===== src/tfc_pkg.sv =====
// Package for the trace filter configuration register bank.
// Assumes a 32-bit AHB-Lite register bus and a single 50 MHz clock.
package tfc_pkg;
  localparam logic [7:0]  TFC_OFF_CCTHR   = 8'h00;
  localparam logic [7:0]  TFC_OFF_SRCID   = 8'h04;
  localparam logic [7:0]  TFC_OFF_IFCTL   = 8'h08;
  localparam logic [7:0]  TFC_OFF_ENABLE  = 8'h0c;
  localparam logic [7:0]  TFC_OFF_STATUS  = 8'h10;
  localparam int          TFC_THR_W       = 12;
  localparam int          TFC_ID_W        = 7;
  localparam int          TFC_EVT_W       = 8;
  localparam int          TFC_EVT_LSB     = 0;
  localparam int          TFC_SS_BIT      = 9;
  localparam int          TFC_RST_BIT     = 10;
  localparam int          TFC_ERR_BIT     = 11;
  localparam int          TFC_LVL_THREAD  = 16;
  localparam int          TFC_LVL_HANDLER = 19;
  localparam int          TFC_EN_BIT      = 0;
  localparam int          TFC_IDLE_BIT    = 0;
  localparam int          TFC_PMS_BIT     = 1;
  localparam logic [11:0] TFC_THR_RESET   = 12'h004;
  localparam logic [6:0]  TFC_ID_RESET    = 7'h01;
  localparam logic [1:0]  TFC_HTRANS_NSEQ = 2'h2;
  localparam logic [1:0]  TFC_HTRANS_SEQ  = 2'h3;
  localparam logic [2:0]  TFC_HSIZE_WORD  = 3'h2;
endpackage


===== src/tfc_cc_timer.sv =====
// Cycle count packet spacing timer.
// Assumes the threshold is held stable while tracing is enabled.
`timescale 1ns/1ps
`default_nettype none
module tfc_cc_timer
  import tfc_pkg::*;
(
  input  wire logic                 clock_i,
  input  wire logic                 rst_n_i,
  input  wire logic                 run_i,
  input  wire logic                 want_i,
  input  wire logic [TFC_THR_W-1:0] threshold_i,
  output logic                      emit_o
);
  logic [TFC_THR_W-1:0] gap;

  // Gap counts cycles since the last packet; emission waits for the threshold
  always_ff @(posedge clock_i) begin
    if (!rst_n_i || !run_i) begin
      gap    <= '0;
      emit_o <= 1'b0;
    end else if (want_i && gap >= threshold_i) begin
      gap    <= '0;
      emit_o <= 1'b1;
    end else begin
      emit_o <= 1'b0;
      if (gap != {TFC_THR_W{1'b1}}) begin
        gap <= gap + 12'h001;
      end
    end
  end
endmodule
`default_nettype wire


===== src/tfc_regs.sv =====
// Trace filter configuration registers with AHB-Lite slave and filter decision.
// Assumes a single AHB-Lite master, word transfers, and trace inputs on clock_i.
//
// Function
// - Threshold sets least gap between count packets
// - Config writes ignored while trace enabled
// - Seven-bit id driven onto trace bus
// - Filter reads trusted when stable flag set
// - Secure level bits enable trace per level
// - Bit16 thread, bit19 handler, middle reserved
// - Force bit always traces system error
// - Force bit traces reset exception, except when a system error arrives in the same cycle
// - Start/stop state bit, set by write
// - Eight-bit event selector qualifies tracing
`timescale 1ns/1ps
`default_nettype none
module tfc_regs
  import tfc_pkg::*;
(
  input  wire logic                 clock_i,
  input  wire logic                 rst_n_i,
  input  wire logic                 hsel_i,
  input  wire logic [31:0]          haddr_i,
  input  wire logic [1:0]           htrans_i,
  input  wire logic                 hwrite_i,
  input  wire logic [2:0]           hsize_i,
  input  wire logic [31:0]          hwdata_i,
  input  wire logic                 hready_i,
  output logic      [31:0]          hrdata_o,
  output logic                      hreadyout_o,
  output logic                      hresp_o,
  input  wire logic                 insn_valid_i,
  input  wire logic                 insn_handler_i,
  input  wire logic                 insn_secure_i,
  input  wire logic                 exc_syserr_i,
  input  wire logic                 exc_reset_i,
  input  wire logic [255:0]         events_i,
  input  wire logic                 start_hit_i,
  input  wire logic                 stop_hit_i,
  input  wire logic                 cc_want_i,
  output logic                      trace_insn_o,
  output logic                      cc_emit_o,
  output logic      [TFC_ID_W-1:0]  source_id_value_o,
  output logic                      trace_enabled_o
);
  typedef enum logic [1:0] {TFC_IDLE, TFC_RUN, TFC_DRAIN} tfc_state_t;

  logic [TFC_THR_W-1:0] cycle_count_threshold;
  logic [TFC_ID_W-1:0]  source_id_value;
  logic [TFC_EVT_W-1:0] event_select;
  logic                 start_stop_state;
  logic                 force_syserr_trace;
  logic                 force_reset_exc_trace;
  logic                 trace_enable;
  logic                 prev_traced;
  logic                 cc_emit;
  tfc_state_t           state;
  tfc_state_t           next_state;

  logic                 wr_pend;
  logic [7:0]           wr_addr;
  logic                 acc_ok;
  logic                 cfg_write;
  logic                 programmers_model_stable;
  logic                 unit_idle;
  logic [31:0]          filter_word;
  logic [31:0]          next_rdata;
  logic                 level_ok;
  logic                 event_hit;
  logic                 view_now;
  logic                 next_traced;
  logic                 wr_ccthr;
  logic                 wr_srcid;
  logic                 wr_ifctl;
  logic                 wr_enable;
  wire  logic [3:0]     secure_level_enables;

  // Only whole-word transfers are decoded; other sizes are answered but do nothing
  assign acc_ok = hsel_i && hready_i && htrans_i[1] && hsize_i == TFC_HSIZE_WORD;

  always_ff @(posedge clock_i) begin
    if (!rst_n_i) begin
      wr_pend <= 1'b0;
    end else if (hready_i) begin
      wr_pend <= acc_ok && hwrite_i;
    end
  end

  always_ff @(posedge clock_i) begin
    if (!rst_n_i) begin
      wr_addr <= 8'h00;
    end else if (hready_i) begin
      wr_addr <= haddr_i[7:0];
    end
  end

  // Write targets decoded once from the latched address phase
  assign wr_ccthr  = wr_pend && wr_addr == TFC_OFF_CCTHR;
  assign wr_srcid  = wr_pend && wr_addr == TFC_OFF_SRCID;
  assign wr_ifctl  = wr_pend && wr_addr == TFC_OFF_IFCTL;
  assign wr_enable = wr_pend && wr_addr == TFC_OFF_ENABLE;

  // Zero wait states; response is always OKAY
  always_ff @(posedge clock_i) begin
    if (!rst_n_i) begin
      hreadyout_o <= 1'b1;
    end else begin
      hreadyout_o <= 1'b1;
    end
  end

  always_ff @(posedge clock_i) begin
    if (!rst_n_i) begin
      hresp_o <= 1'b0;
    end else begin
      hresp_o <= 1'b0;
    end
  end

  // Configuration is frozen unless the unit is fully idle
  assign cfg_write = wr_pend && state == TFC_IDLE && !trace_enable;

  always_ff @(posedge clock_i) begin
    if (!rst_n_i) begin
      cycle_count_threshold <= TFC_THR_RESET;
    end else if (cfg_write && wr_ccthr) begin
      cycle_count_threshold <= hwdata_i[TFC_THR_W-1:0];
    end
  end

  always_ff @(posedge clock_i) begin
    if (!rst_n_i) begin
      source_id_value <= TFC_ID_RESET;
    end else if (cfg_write && wr_srcid) begin
      source_id_value <= hwdata_i[TFC_ID_W-1:0];
    end
  end

  always_ff @(posedge clock_i) begin
    if (!rst_n_i) begin
      event_select <= 8'h00;
    end else if (cfg_write && wr_ifctl) begin
      event_select <= hwdata_i[TFC_EVT_LSB +: TFC_EVT_W];
    end
  end

  always_ff @(posedge clock_i) begin
    if (!rst_n_i) begin
      force_syserr_trace <= 1'b0;
    end else if (cfg_write && wr_ifctl) begin
      force_syserr_trace <= hwdata_i[TFC_ERR_BIT];
    end
  end

  always_ff @(posedge clock_i) begin
    if (!rst_n_i) begin
      force_reset_exc_trace <= 1'b0;
    end else if (cfg_write && wr_ifctl) begin
      force_reset_exc_trace <= hwdata_i[TFC_RST_BIT];
    end
  end

  // Only thread and handler levels exist; the middle enables are tied low
  for (genvar lvl = 0; lvl < 4; lvl++) begin : g_level
    if (lvl == 0 || lvl == 3) begin : g_impl
      logic level_en;
      always_ff @(posedge clock_i) begin
        if (!rst_n_i) begin
          level_en <= 1'b0;
        end else if (cfg_write && wr_ifctl) begin
          level_en <= hwdata_i[TFC_LVL_THREAD + lvl];
        end
      end
      assign secure_level_enables[lvl] = level_en;
    end else begin : g_res0
      assign secure_level_enables[lvl] = 1'b0;
    end
  end

  // Start/stop state: written while idle, then moved by start and stop hits
  always_ff @(posedge clock_i) begin
    if (!rst_n_i) begin
      start_stop_state <= 1'b0;
    end else if (cfg_write && wr_ifctl) begin
      start_stop_state <= hwdata_i[TFC_SS_BIT];
    end else if (state == TFC_RUN) begin
      if (start_hit_i) begin
        start_stop_state <= 1'b1;
      end else if (stop_hit_i) begin
        start_stop_state <= 1'b0;
      end
    end
  end

  // Enable register is always writable, so software can stop tracing
  always_ff @(posedge clock_i) begin
    if (!rst_n_i) begin
      trace_enable <= 1'b0;
    end else if (wr_enable) begin
      trace_enable <= hwdata_i[TFC_EN_BIT];
    end
  end

  // One drain cycle after disable lets the last trace decision settle
  always_comb begin
    next_state = state;
    case (state)
      TFC_IDLE: begin
        if (trace_enable) begin
          next_state = TFC_RUN;
        end
      end
      TFC_RUN: begin
        if (!trace_enable) begin
          next_state = TFC_DRAIN;
        end
      end
      TFC_DRAIN: begin
        next_state = TFC_IDLE;
      end
      default: begin
        next_state = TFC_IDLE;
      end
    endcase
  end

  always_ff @(posedge clock_i) begin
    if (!rst_n_i) begin
      state <= TFC_IDLE;
    end else begin
      state <= next_state;
    end
  end

  assign unit_idle = state == TFC_IDLE;
  // Filter readback only steady when the start/stop logic cannot move
  assign programmers_model_stable = unit_idle && !trace_enable;

  // Reserved positions are built as zero
  always_comb begin
    filter_word                   = 32'h0000_0000;
    filter_word[TFC_EVT_LSB +: TFC_EVT_W] = event_select;
    filter_word[TFC_SS_BIT]       = start_stop_state;
    filter_word[TFC_RST_BIT]      = force_reset_exc_trace;
    filter_word[TFC_ERR_BIT]      = force_syserr_trace;
    filter_word[TFC_LVL_HANDLER:TFC_LVL_THREAD] = secure_level_enables;
  end

  always_comb begin
    next_rdata = 32'h0000_0000;
    case (haddr_i[7:0])
      TFC_OFF_CCTHR:  next_rdata = {20'h00000, cycle_count_threshold};
      TFC_OFF_SRCID:  next_rdata = {25'h0000000, source_id_value};
      TFC_OFF_IFCTL:  next_rdata = filter_word;
      TFC_OFF_ENABLE: next_rdata = {31'h00000000, trace_enable};
      TFC_OFF_STATUS: next_rdata = {30'h00000000, programmers_model_stable, unit_idle};
      default:        next_rdata = 32'h0000_0000;
    endcase
  end

  always_ff @(posedge clock_i) begin
    if (!rst_n_i) begin
      hrdata_o <= 32'h0000_0000;
    end else if (acc_ok && !hwrite_i) begin
      hrdata_o <= next_rdata;
    end
  end

  // Secure level gate; non-secure code is outside this filter
  assign level_ok  = insn_secure_i &&
                     (insn_handler_i ? secure_level_enables[3] : secure_level_enables[0]);
  assign event_hit = events_i[event_select];
  assign view_now  = event_hit && start_stop_state && level_ok;

  // Forced exceptions bypass the filter, except a forced reset exception during a system error; unforced ones follow the previous decision
  always_comb begin
    next_traced = view_now;
    if (exc_syserr_i) begin
      next_traced = force_syserr_trace || prev_traced;
    end else if (exc_reset_i) begin
      next_traced = force_reset_exc_trace || prev_traced;
    end
  end

  // Last decision survives idle cycles, for unforced exceptions
  always_ff @(posedge clock_i) begin
    if (!rst_n_i || state != TFC_RUN) begin
      prev_traced <= 1'b0;
    end else if (insn_valid_i || exc_syserr_i || exc_reset_i) begin
      prev_traced <= next_traced;
    end
  end

  always_ff @(posedge clock_i) begin
    if (!rst_n_i || state != TFC_RUN) begin
      trace_insn_o <= 1'b0;
    end else if (insn_valid_i || exc_syserr_i || exc_reset_i) begin
      trace_insn_o <= next_traced;
    end else begin
      trace_insn_o <= 1'b0;
    end
  end

  tfc_cc_timer u_cc_timer (
    .clock_i     (clock_i),
    .rst_n_i     (rst_n_i),
    .run_i       (state == TFC_RUN),
    .want_i      (cc_want_i),
    .threshold_i (cycle_count_threshold),
    .emit_o      (cc_emit)
  );

  always_ff @(posedge clock_i) begin
    if (!rst_n_i) begin
      cc_emit_o <= 1'b0;
    end else begin
      cc_emit_o <= cc_emit;
    end
  end

  always_ff @(posedge clock_i) begin
    if (!rst_n_i) begin
      source_id_value_o <= TFC_ID_RESET;
    end else begin
      source_id_value_o <= source_id_value;
    end
  end

  always_ff @(posedge clock_i) begin
    if (!rst_n_i) begin
      trace_enabled_o <= 1'b0;
    end else begin
      trace_enabled_o <= state == TFC_RUN;
    end
  end
endmodule
`default_nettype wire


===== config.mk =====
export PLATFORM = sky130hd
export DESIGN_NAME = tfc_regs
export DESIGN_NICKNAME = d
export VERILOG_FILES = /design/src/tfc_pkg.sv /design/src/tfc_cc_timer.sv /design/src/tfc_regs.sv
export SDC_FILE = /design/constraint.sdc
export NUM_CORES = 1
export LEC_CHECK = 0
export ABC_AREA = 1
export BUFFER_PORTS_ARGS = -buffer_cell sky130_fd_sc_hd__buf_2
export CORE_AREA = 3 3 148 150
export CTS_CLUSTER_SIZE = 14
export DETAILED_ROUTE_END_ITERATION = 16
export DIE_AREA = 0 0 151 153
export GPL_TIMING_DRIVEN = 0
export PLACE_DENSITY = 0.64
export SETUP_SLACK_MARGIN = 0.5
export SLEW_MARGIN = 25
export SYNTH_ARGS = -nofsm -noshare
export SYNTH_HDL_FRONTEND = slang
export SYNTH_HIERARCHICAL = 1
export SYNTH_SLANG_ARGS = --single-unit

===== constraint.sdc =====
create_clock -name clock_i -period 2.2 [get_ports clock_i]
set_input_delay 0.33 -clock clock_i [delete_from_list [all_inputs] [get_ports clock_i]]
set_output_delay 0.33 -clock clock_i [all_outputs]
set_load 0.005 [all_outputs]

==> flow_summary_export.csv, run 1 <==
group,metric,value,unit
floorplan,fp.dieW,151,um
run_status,status,"complete, no violations",
hold_path,worstHoldPathType,"input port to register",
cts,insertion_delay,0.34,ns
cts,numCtsBuffers,9,
place,port_buffers,318,
setup_path,cpMostUsedCell,"nand2_1",
setup_path,slowest_delay,0.40,ns
logic_synthesis,synth.distinct_cells,40,
setup_path,r2r-end,"prev_traced",
logic_synthesis,synth.area.top_cells,"dfxtp_1 26%, nand2_1 23%, nand3_1 20%",
cts,cts_tree,"yes",
grt,grt_pass1_wl,45300,um
drt,routedWlPerCell,18.2,um
pwr,clockPowerShare,0.406,
hold_path,whs_path_depth,3,
sta,hold_viol,0,
logic_synthesis,avgSynthCellArea,5.81,um^2
grt,grt_pass1_vias,8237,
logic_synthesis,synthAdderAreaFrac,0.0254,
floorplan,dieHeight,153,um
sta,report.final.slew_viol_count,0,
setup_path,worstPathMaxFanout,10,
grt,antenna_found_initial,6,
cts,clk_path_buf_depth,2,
setup_path,path_delay_family,"simple AND/OR/NAND/NOR gates",
place,place_inst,1714,
setup_path,cp.arrival,2.19,ns
logic_synthesis,synth_compound_area_frac,0.0870,
sta,timing.fmax,0.515,GHz
cts,cts_num_sinks,82,
pwr,combPwrFrac,0.165,
finish,layoutNonFillerInstCount,1756,
pwr,ir_drop,0.000375,V
cts,clkTransAtPathRegs,0.07,ns
sta,worst_pin_slew,0.553,ns
logic_synthesis,yosysSeqAreaShare,0.256,
sta,fin_tns_setup,0,ns
setup_path,critical_path_class,"register to register",
finish,drive_gt1_frac,0.388,
logic_synthesis,yosysTopAreaCell,"dfxtp_1",
logic_synthesis,ys_seq_elements,82,
setup_path,critPathSlowestCell,"dfxtp_4",
drt,drt_first_pass_iters,7,
grt,grt_max_degree,16,
setup_path,cp_data_required_time,2.45,ns
pwr,switchingPower,0.939,mW
logic_synthesis,synth_top_cell_area_share,0.256,
finish,syn_to_final_growth,53.7,%
logic_synthesis,synth-simple-area-share,0.500,
hold_path,min_to,"g_level[3].g_impl.level_en",
setup_path,regToRegStartpoint,"event_select[0]",
cts,cts_root_buf,"clkbuf_16",
pwr,power_frac_seq,0.428,
floorplan,start_util,0.308,
floorplan,dieArea,0.0231,mm^2
place,gp_congestion,0.985,
logic_synthesis,synthCells,1103,
logic_synthesis,synth_top_family_by_area,"simple AND/OR/NAND/NOR gates",
pwr,power_density,356,mW/mm^2
drt,drcViolationCount,0,
pwr,intPower,2.57,mW
drt,viasPerCell,5.07,
setup_path,critical_path.cell_chain,"inv_6, buf_12, buf_6, nand2_1, nand3_2, nand3_1, nand3_1, nand2_1, nand2_1, nand3_2, nand3_1, nand3_2, nand2_4, nand2_2, nand2_1, nand2_1, nand2_1",
logic_synthesis,synth.area.mux_share,0.00156,
sta,max_slew_margin,0.632,
drt,ant_nets,0,
sta,rsz0062_at_grt,"true",
finish,n_fill_cell,2209,
finish,nNetsFinal,1821,
floorplan,ios,382,
sta,final-setup-viol-count,0,
setup_path,path_buf_inv,3,
logic_synthesis,ys_warn_count,6,
sta,min_period,1.94,ns
grt,overflow,0,
pwr,swShare,0.268,
job,maxCapViolCount,0,
floorplan,num_rows,53,
cts,htreeDepth,3,
drt,wirelength,32000,um
setup_path,reg2reg_slack,0.26,ns
place,dp_hpwl,25100,um
logic_synthesis,syn_area,0.00641,mm^2
drt,drt-initial-drc-count,705,
sta,fin_crit_sh,0.882,
pwr,power_leakage,4.92,nW
logic_synthesis,synthXorXnorAreaFrac,0.00546,
floorplan,core,0.0208,mm^2
setup_path,worst-r2r-cell-count,17,
drt,route.vias.total,8905,
hold_path,min_from,"hwdata_i[19]",
setup_path,endpoint_kind,"register",
setup_path,worst_setup_path_start_kind,"register",
grt,grt_usage,0.253,
sta,fin_skew,0.00860,ns
## area by class of cell
| cell class | instances | area [um^2] | share of cell area |
|---|---|---|---|
| clock buffers | 10 | 229 | 0.0232 |
| flip-flops and latches | 82 | 1660 | 0.169 |
| diodes | 6 | 15.0 | 0.00152 |
| well taps | 275 | 344 | 0.0349 |
| clock inverters | 6 | 51.3 | 0.00520 |
| plain buffers | 86 | 782 | 0.0793 |
| multi-input cells | 866 | 4550 | 0.462 |
| repair buffers | 338 | 1870 | 0.190 |
| inverters | 87 | 348 | 0.0353 |
## synth_stat cells (all sizes together)
master / instances
nand2: 389
nand3: 253
inv: 83
dfxtp: 82
nor2: 67
buf: 66
a21oi: 34
o21ai: 27
clkbuf: 20
a211oi: 16
ha: 13
nor3: 10
o211ai: 7
nand4: 5
nor4: 5
a31oi: 4
clkinv: 4
xor2: 4
a22oi: 3
conb: 2
nand3b: 2
a22o: 1
mux2i: 1
nor3b: 1
o2111ai: 1
o21a: 1
o31ai: 1
or2: 1
## worst min-delay path: stages
cell and delay, ns:
buf_2 0.09, inv_1 0.05, a21oi_1 0.05
## how the worst max path moves through the flow
stage                         start  depth (start not counted)          end
global route        event_select[0]                         17  prev_traced
floorplan           event_select[0]                         17  prev_traced
finish              event_select[0]                         17  prev_traced
detailed placement  event_select[1]                         15  prev_traced
CTS                 event_select[0]                         17  prev_traced
global placement    event_select[1]                         14  prev_traced
## kinds of logic (layout without fill, tap and decap cells)
family                   after synthesis  count (layout)
AND/OR/NAND/NOR                      733             733
other                                  2              26
multiplexers                           1               1
flip-flops                            82              82
AO/OA/AOI/OAI                         95              95
adder cells (fa/ha/maj)               13              13
XOR/XNOR                               4               4
buffers and inverters                173             527
## metal layers
metal	wire length, um	share of wire	vias to the layer above	track usage
li1	-	-	4324	-
met1	13300	0.42	4070	0.338
met2	15000	0.47	449	0.417
met3	2870	0.090	62	0.0486
met4	871	0.027	0	0.0648
met5	0	0	-	0
## registers in the layout, indices dropped and copies added, names as in the netlist, 2 cells and up
name	count
cycle_count_threshold	12
event_select	8
g_level.g_impl.level_en	2
hrdata_o	14
source_id_value	7
source_id_value_o	7
state	2
u_cc_timer/gap	12
wr_addr	8
## placed cells by master (no fill, tap or decap), types with 20 or more instances in the layout
cell,netlist,routed
nand3_1,252,189
conb_1,2,20
nor2_1,61,57
nand3_2,0,60
a21oi_1,34,30
buf_4,21,37
dfxtp_1,82,68
nand2_1,386,368
inv_1,77,75
buf_6,1,25
buf_2,38,325
## stage by stage
step	hold slack (ns)	setup slack, ns	power (mW)	utilization	area [um^2]
after floorplan	0.390	0.594	1.73	-	6480
final	0.225	0.260	3.51	0.473	9860
after global placement	0.432	-0.188	2.07	0.404	8420
after detailed placement	0.423	-0.207	2.07	0.404	8420
after global routing	0.242	0.122	3.66	0.473	9860
after CTS	0.224	0.261	3.49	0.432	8990
## power groups by stage
stage          clock network [mW]  logic [mW]  registers [mW]
2_1_floorplan                   0       0.200            1.53
3_3_place_gp                    0       0.531            1.53
3_5_place_dp                    0       0.530            1.54
4_1_cts                      1.45       0.538            1.50
5_1_grt                      1.52       0.638            1.50
6_report                     1.42       0.580            1.50
## repair_timing
| item | 4_1_cts | 5_1_grt |
|---|---|---|
| hold buffers | 0 | 0 |
| endpoints found under the setup margin | 35 | 57 |
| gates resized for setup | 100 | 170 |
| buffers inserted | 2 | 9 |
| hold endpoints to repair | 0 | 0 |
| pin swaps | 2 | 51 |
| gates cloned | 0 | 9 |
No activity file was read; power rests on OpenSTA's default activity.
==> inputs of run 2 (changes only) <==
--- a/config.mk
+++ b/config.mk
@@ -7,6 +7,7 @@
 export LEC_CHECK = 0
 export ABC_AREA = 1
 export BUFFER_PORTS_ARGS = -buffer_cell sky130_fd_sc_hd__buf_2
+export CAP_MARGIN = 10
 export CORE_AREA = 3 3 148 150
 export CTS_CLUSTER_SIZE = 14
 export DETAILED_ROUTE_END_ITERATION = 16
==> constraint.sdc (replaced) <==
create_clock -name clock_i -period 2.4 [get_ports clock_i]
set_input_delay 0.36 -clock clock_i [delete_from_list [all_inputs] [get_ports clock_i]]
set_output_delay 0.36 -clock clock_i [all_outputs]
set_load 0.005 [all_outputs]
==> run 2 against run 1 <==
Compared with the run above: global-route usage about the same; non-clock buffer count decreased by 9; sequential power decreased by 8%; worst setup slack improved by 0.20 ns; register-to-register slack improved by 0.20 ns; critical path depth unchanged; hold slack improved by 0.034 ns; maximum frequency about the same; utilization decreased by 0.81 points; die area unchanged; cell area decreased by 1.7%.
==> flow_summary_export.csv, run 2 (synthesis gave the netlist of run 1 again) <==
group,metric,value,unit
setup_path,path_delay_family,"simple AND/OR/NAND/NOR gates",
drt,routedWlPerCell,18.1,um
sta,report.final.slew_viol_count,0,
finish,layout_common_cells,"368 x nand2_1, 324 x buf_2, 181 x nand3_1",
grt,grt_usage,0.253,
run_status,status,"complete, no violations",
cts,clk_path_buf_depth,2,
floorplan,fp.dieW,151,um
cts,cts_hold_buffers,0,
drt,wirelength,31600,um
floorplan,dieArea,0.0231,mm^2
grt,grt_busiest_layer,"met2",
floorplan,start_util,0.308,
finish,final_common_cell,"nand2_1",
cts,clkTransAtPathRegs,0.07,ns
drt,ant_nets,0,
grt,grt_util_met3,0.0492,
floorplan,core,0.0208,mm^2
setup_path,critPathSlowestCell,"dfxtp_4",
grt,gr-usage-met2,0.417,
sta,holdWs,0.259,ns
drt,drt_first_pass_iters,5,
pwr,ir_drop,0.000338,V
sta,hold_viol,0,
grt,grt_max_degree,16,
finish,nNetsFinal,1812,
place,place_inst,1714,
sta,worst_pin_slew,0.906,ns
floorplan,ios,382,
setup_path,critical_path.cell_chain,"inv_6, buf_12, buf_6, nand2_1, nand3_1, nand3_2, nand3_1, nand2_1, nand2_1, nand3_2, nand3_2, nand3_2, nand2_4, nand2_2, nand2_1, nand2_1, nand2_1",
setup_path,slowest_delay,0.40,ns
place,gp_congestion,0.985,
sta,fin_skew,0.0110,ns
setup_path,cpMostUsedCell,"nand2_1",
drt,drcViolationCount,0,
finish,largest_register_ff_count,14,
place,dp_hpwl,25100,um
cts,cts_root_buf,"clkbuf_16",
setup_path,path_buf_inv,3,
floorplan,num_rows,53,
sta,fin_crit_sh,0.809,
sta,min_period,1.94,ns
setup_path,worst_setup_path_start_kind,"register",
finish,layoutNonFillerInstCount,1747,
cts,insertion_delay,0.34,ns
cts,numCtsBuffers,9,
setup_path,r2r-end,"prev_traced",
sta,final-setup-viol-count,0,
sta,timing.fmax,0.515,GHz
cts,htreeDepth,3,
pwr,power_leakage,4.87,nW
setup_path,cp_data_required_time,2.64,ns
setup_path,crit_end,"prev_traced",
finish,drive_gt1_frac,0.370,
job,maxCapViolCount,0,
grt,grt_pass1_wl,45300,um
setup_path,critical_path_class,"register to register",
grt,use_met1,0.337,
drt,viasPerCell,5.02,
setup_path,worstPathMaxFanout,10,
floorplan,dieHeight,153,um
setup_path,cp-startpoint,"event_select[0]",
finish,reg_top3,"hrdata_o: 14 flops, cycle_count_threshold: 12 flops, u_cc_timer/gap: 12 flops",
drt,drt-initial-drc-count,609,
setup_path,regToRegStartpoint,"event_select[0]",
grt,overflow,0,
sta,rsz0062_at_grt,"true",
hold_path,worstHoldPathType,"input port to register",
cts,cts_num_sinks,82,
sta,max_slew_margin,0.391,
finish,n_fill_cell,2256,
pwr,power_density,331,mW/mm^2
setup_path,path_depth,17,
setup_path,cp.arrival,2.18,ns
cts,cts_tree,"yes",
grt,antenna_found_initial,6,
setup_path,endpoint_kind,"register",
drt,route.vias.total,8774,
place,port_buffers,318,
finish,largest_register,"hrdata_o",
setup_path,reg2reg_slack,0.46,ns
setup_path,worst-r2r-cell-count,17,
finish,syn_to_final_growth,51.1,%
grt,grt_pass1_vias,8255,
-- run 2: worst min path at each step --
stage	slack, ns	start	cells past startpoint	to
final	0.26	hwdata_i[19]	3	g_level[3].g_impl.level_en
after global placement	0.43	u_cc_timer/emit_o	2	cc_emit_o
after global routing	0.27	hwdata_i[19]	3	g_level[3].g_impl.level_en
after detailed placement	0.42	u_cc_timer/emit_o	2	cc_emit_o
after CTS	0.25	hwdata_i[19]	3	g_level[3].g_impl.level_en
after floorplan	0.39	u_cc_timer/emit_o	2	cc_emit_o
-- run 2: routing by layer --
metal | up-vias | wire [um]
met5 | - | 0
met4 | 0 | 779
met3 | 55 | 2710
met2 | 410 | 14700
met1 | 4003 | 13300
li1 | 4306 | -
-- run 2: power by group --
part / internal (mW) / switching, mW
registers: 1.37 / 0.00731
logic: 0.271 / 0.255
clock network: 0.714 / 0.589
-- run 2: stage by stage --
| step | setup slack (ns) | utilization | TNS [ns] | instance area [um^2] | power (mW) |
|---|---|---|---|---|---|
| after floorplan | 0.794 | - | 0 | 6480 | 1.59 |
| after global placement | 0.0125 | 0.404 | 0 | 8420 | 1.89 |
| after detailed placement | -0.00681 | 0.404 | -0.00681 | 8420 | 1.89 |
| after CTS | 0.460 | 0.431 | 0 | 8980 | 3.19 |
| after global routing | 0.342 | 0.465 | 0 | 9690 | 3.34 |
| final | 0.460 | 0.465 | 0 | 9690 | 3.20 |
-- run 2: repair_timing --
action | in CTS | in global routing
pin swaps | 1 | 39
buffers inserted | 2 | 3
gates resized for setup | 96 | 131
gates cloned | 0 | 6
endpoints found under the setup margin | 20 | 28
-- run 2: worst reg2reg max path, cell delays in order (launching register included) --
cell	delay (ns)
dfxtp_4	0.40
inv_6	0.07
buf_12	0.14
buf_6	0.14
nand2_1	0.07
nand3_1	0.11
nand3_2	0.10
nand3_1	0.10
nand2_1	0.10
nand2_1	0.07
nand3_2	0.08
nand3_2	0.07
nand3_2	0.10
nand2_4	0.06
nand2_2	0.06
nand2_1	0.04
nand2_1	0.06
nand2_1	0.05
-- run 2: layout make-up --
type / instances / area, um^2 / area share
Antenna cell: 6 / 15.0 / 0.00155
Buffer: 86 / 781 / 0.0806
Clock buffer: 10 / 229 / 0.0236
Clock inverter: 6 / 51.3 / 0.00529
Inverter: 87 / 347 / 0.0358
Multi-Input combinational cell: 866 / 4500 / 0.464
Sequential cell: 82 / 1650 / 0.170
Tap cell: 275 / 344 / 0.0355
Timing Repair Buffer: 329 / 1780 / 0.183
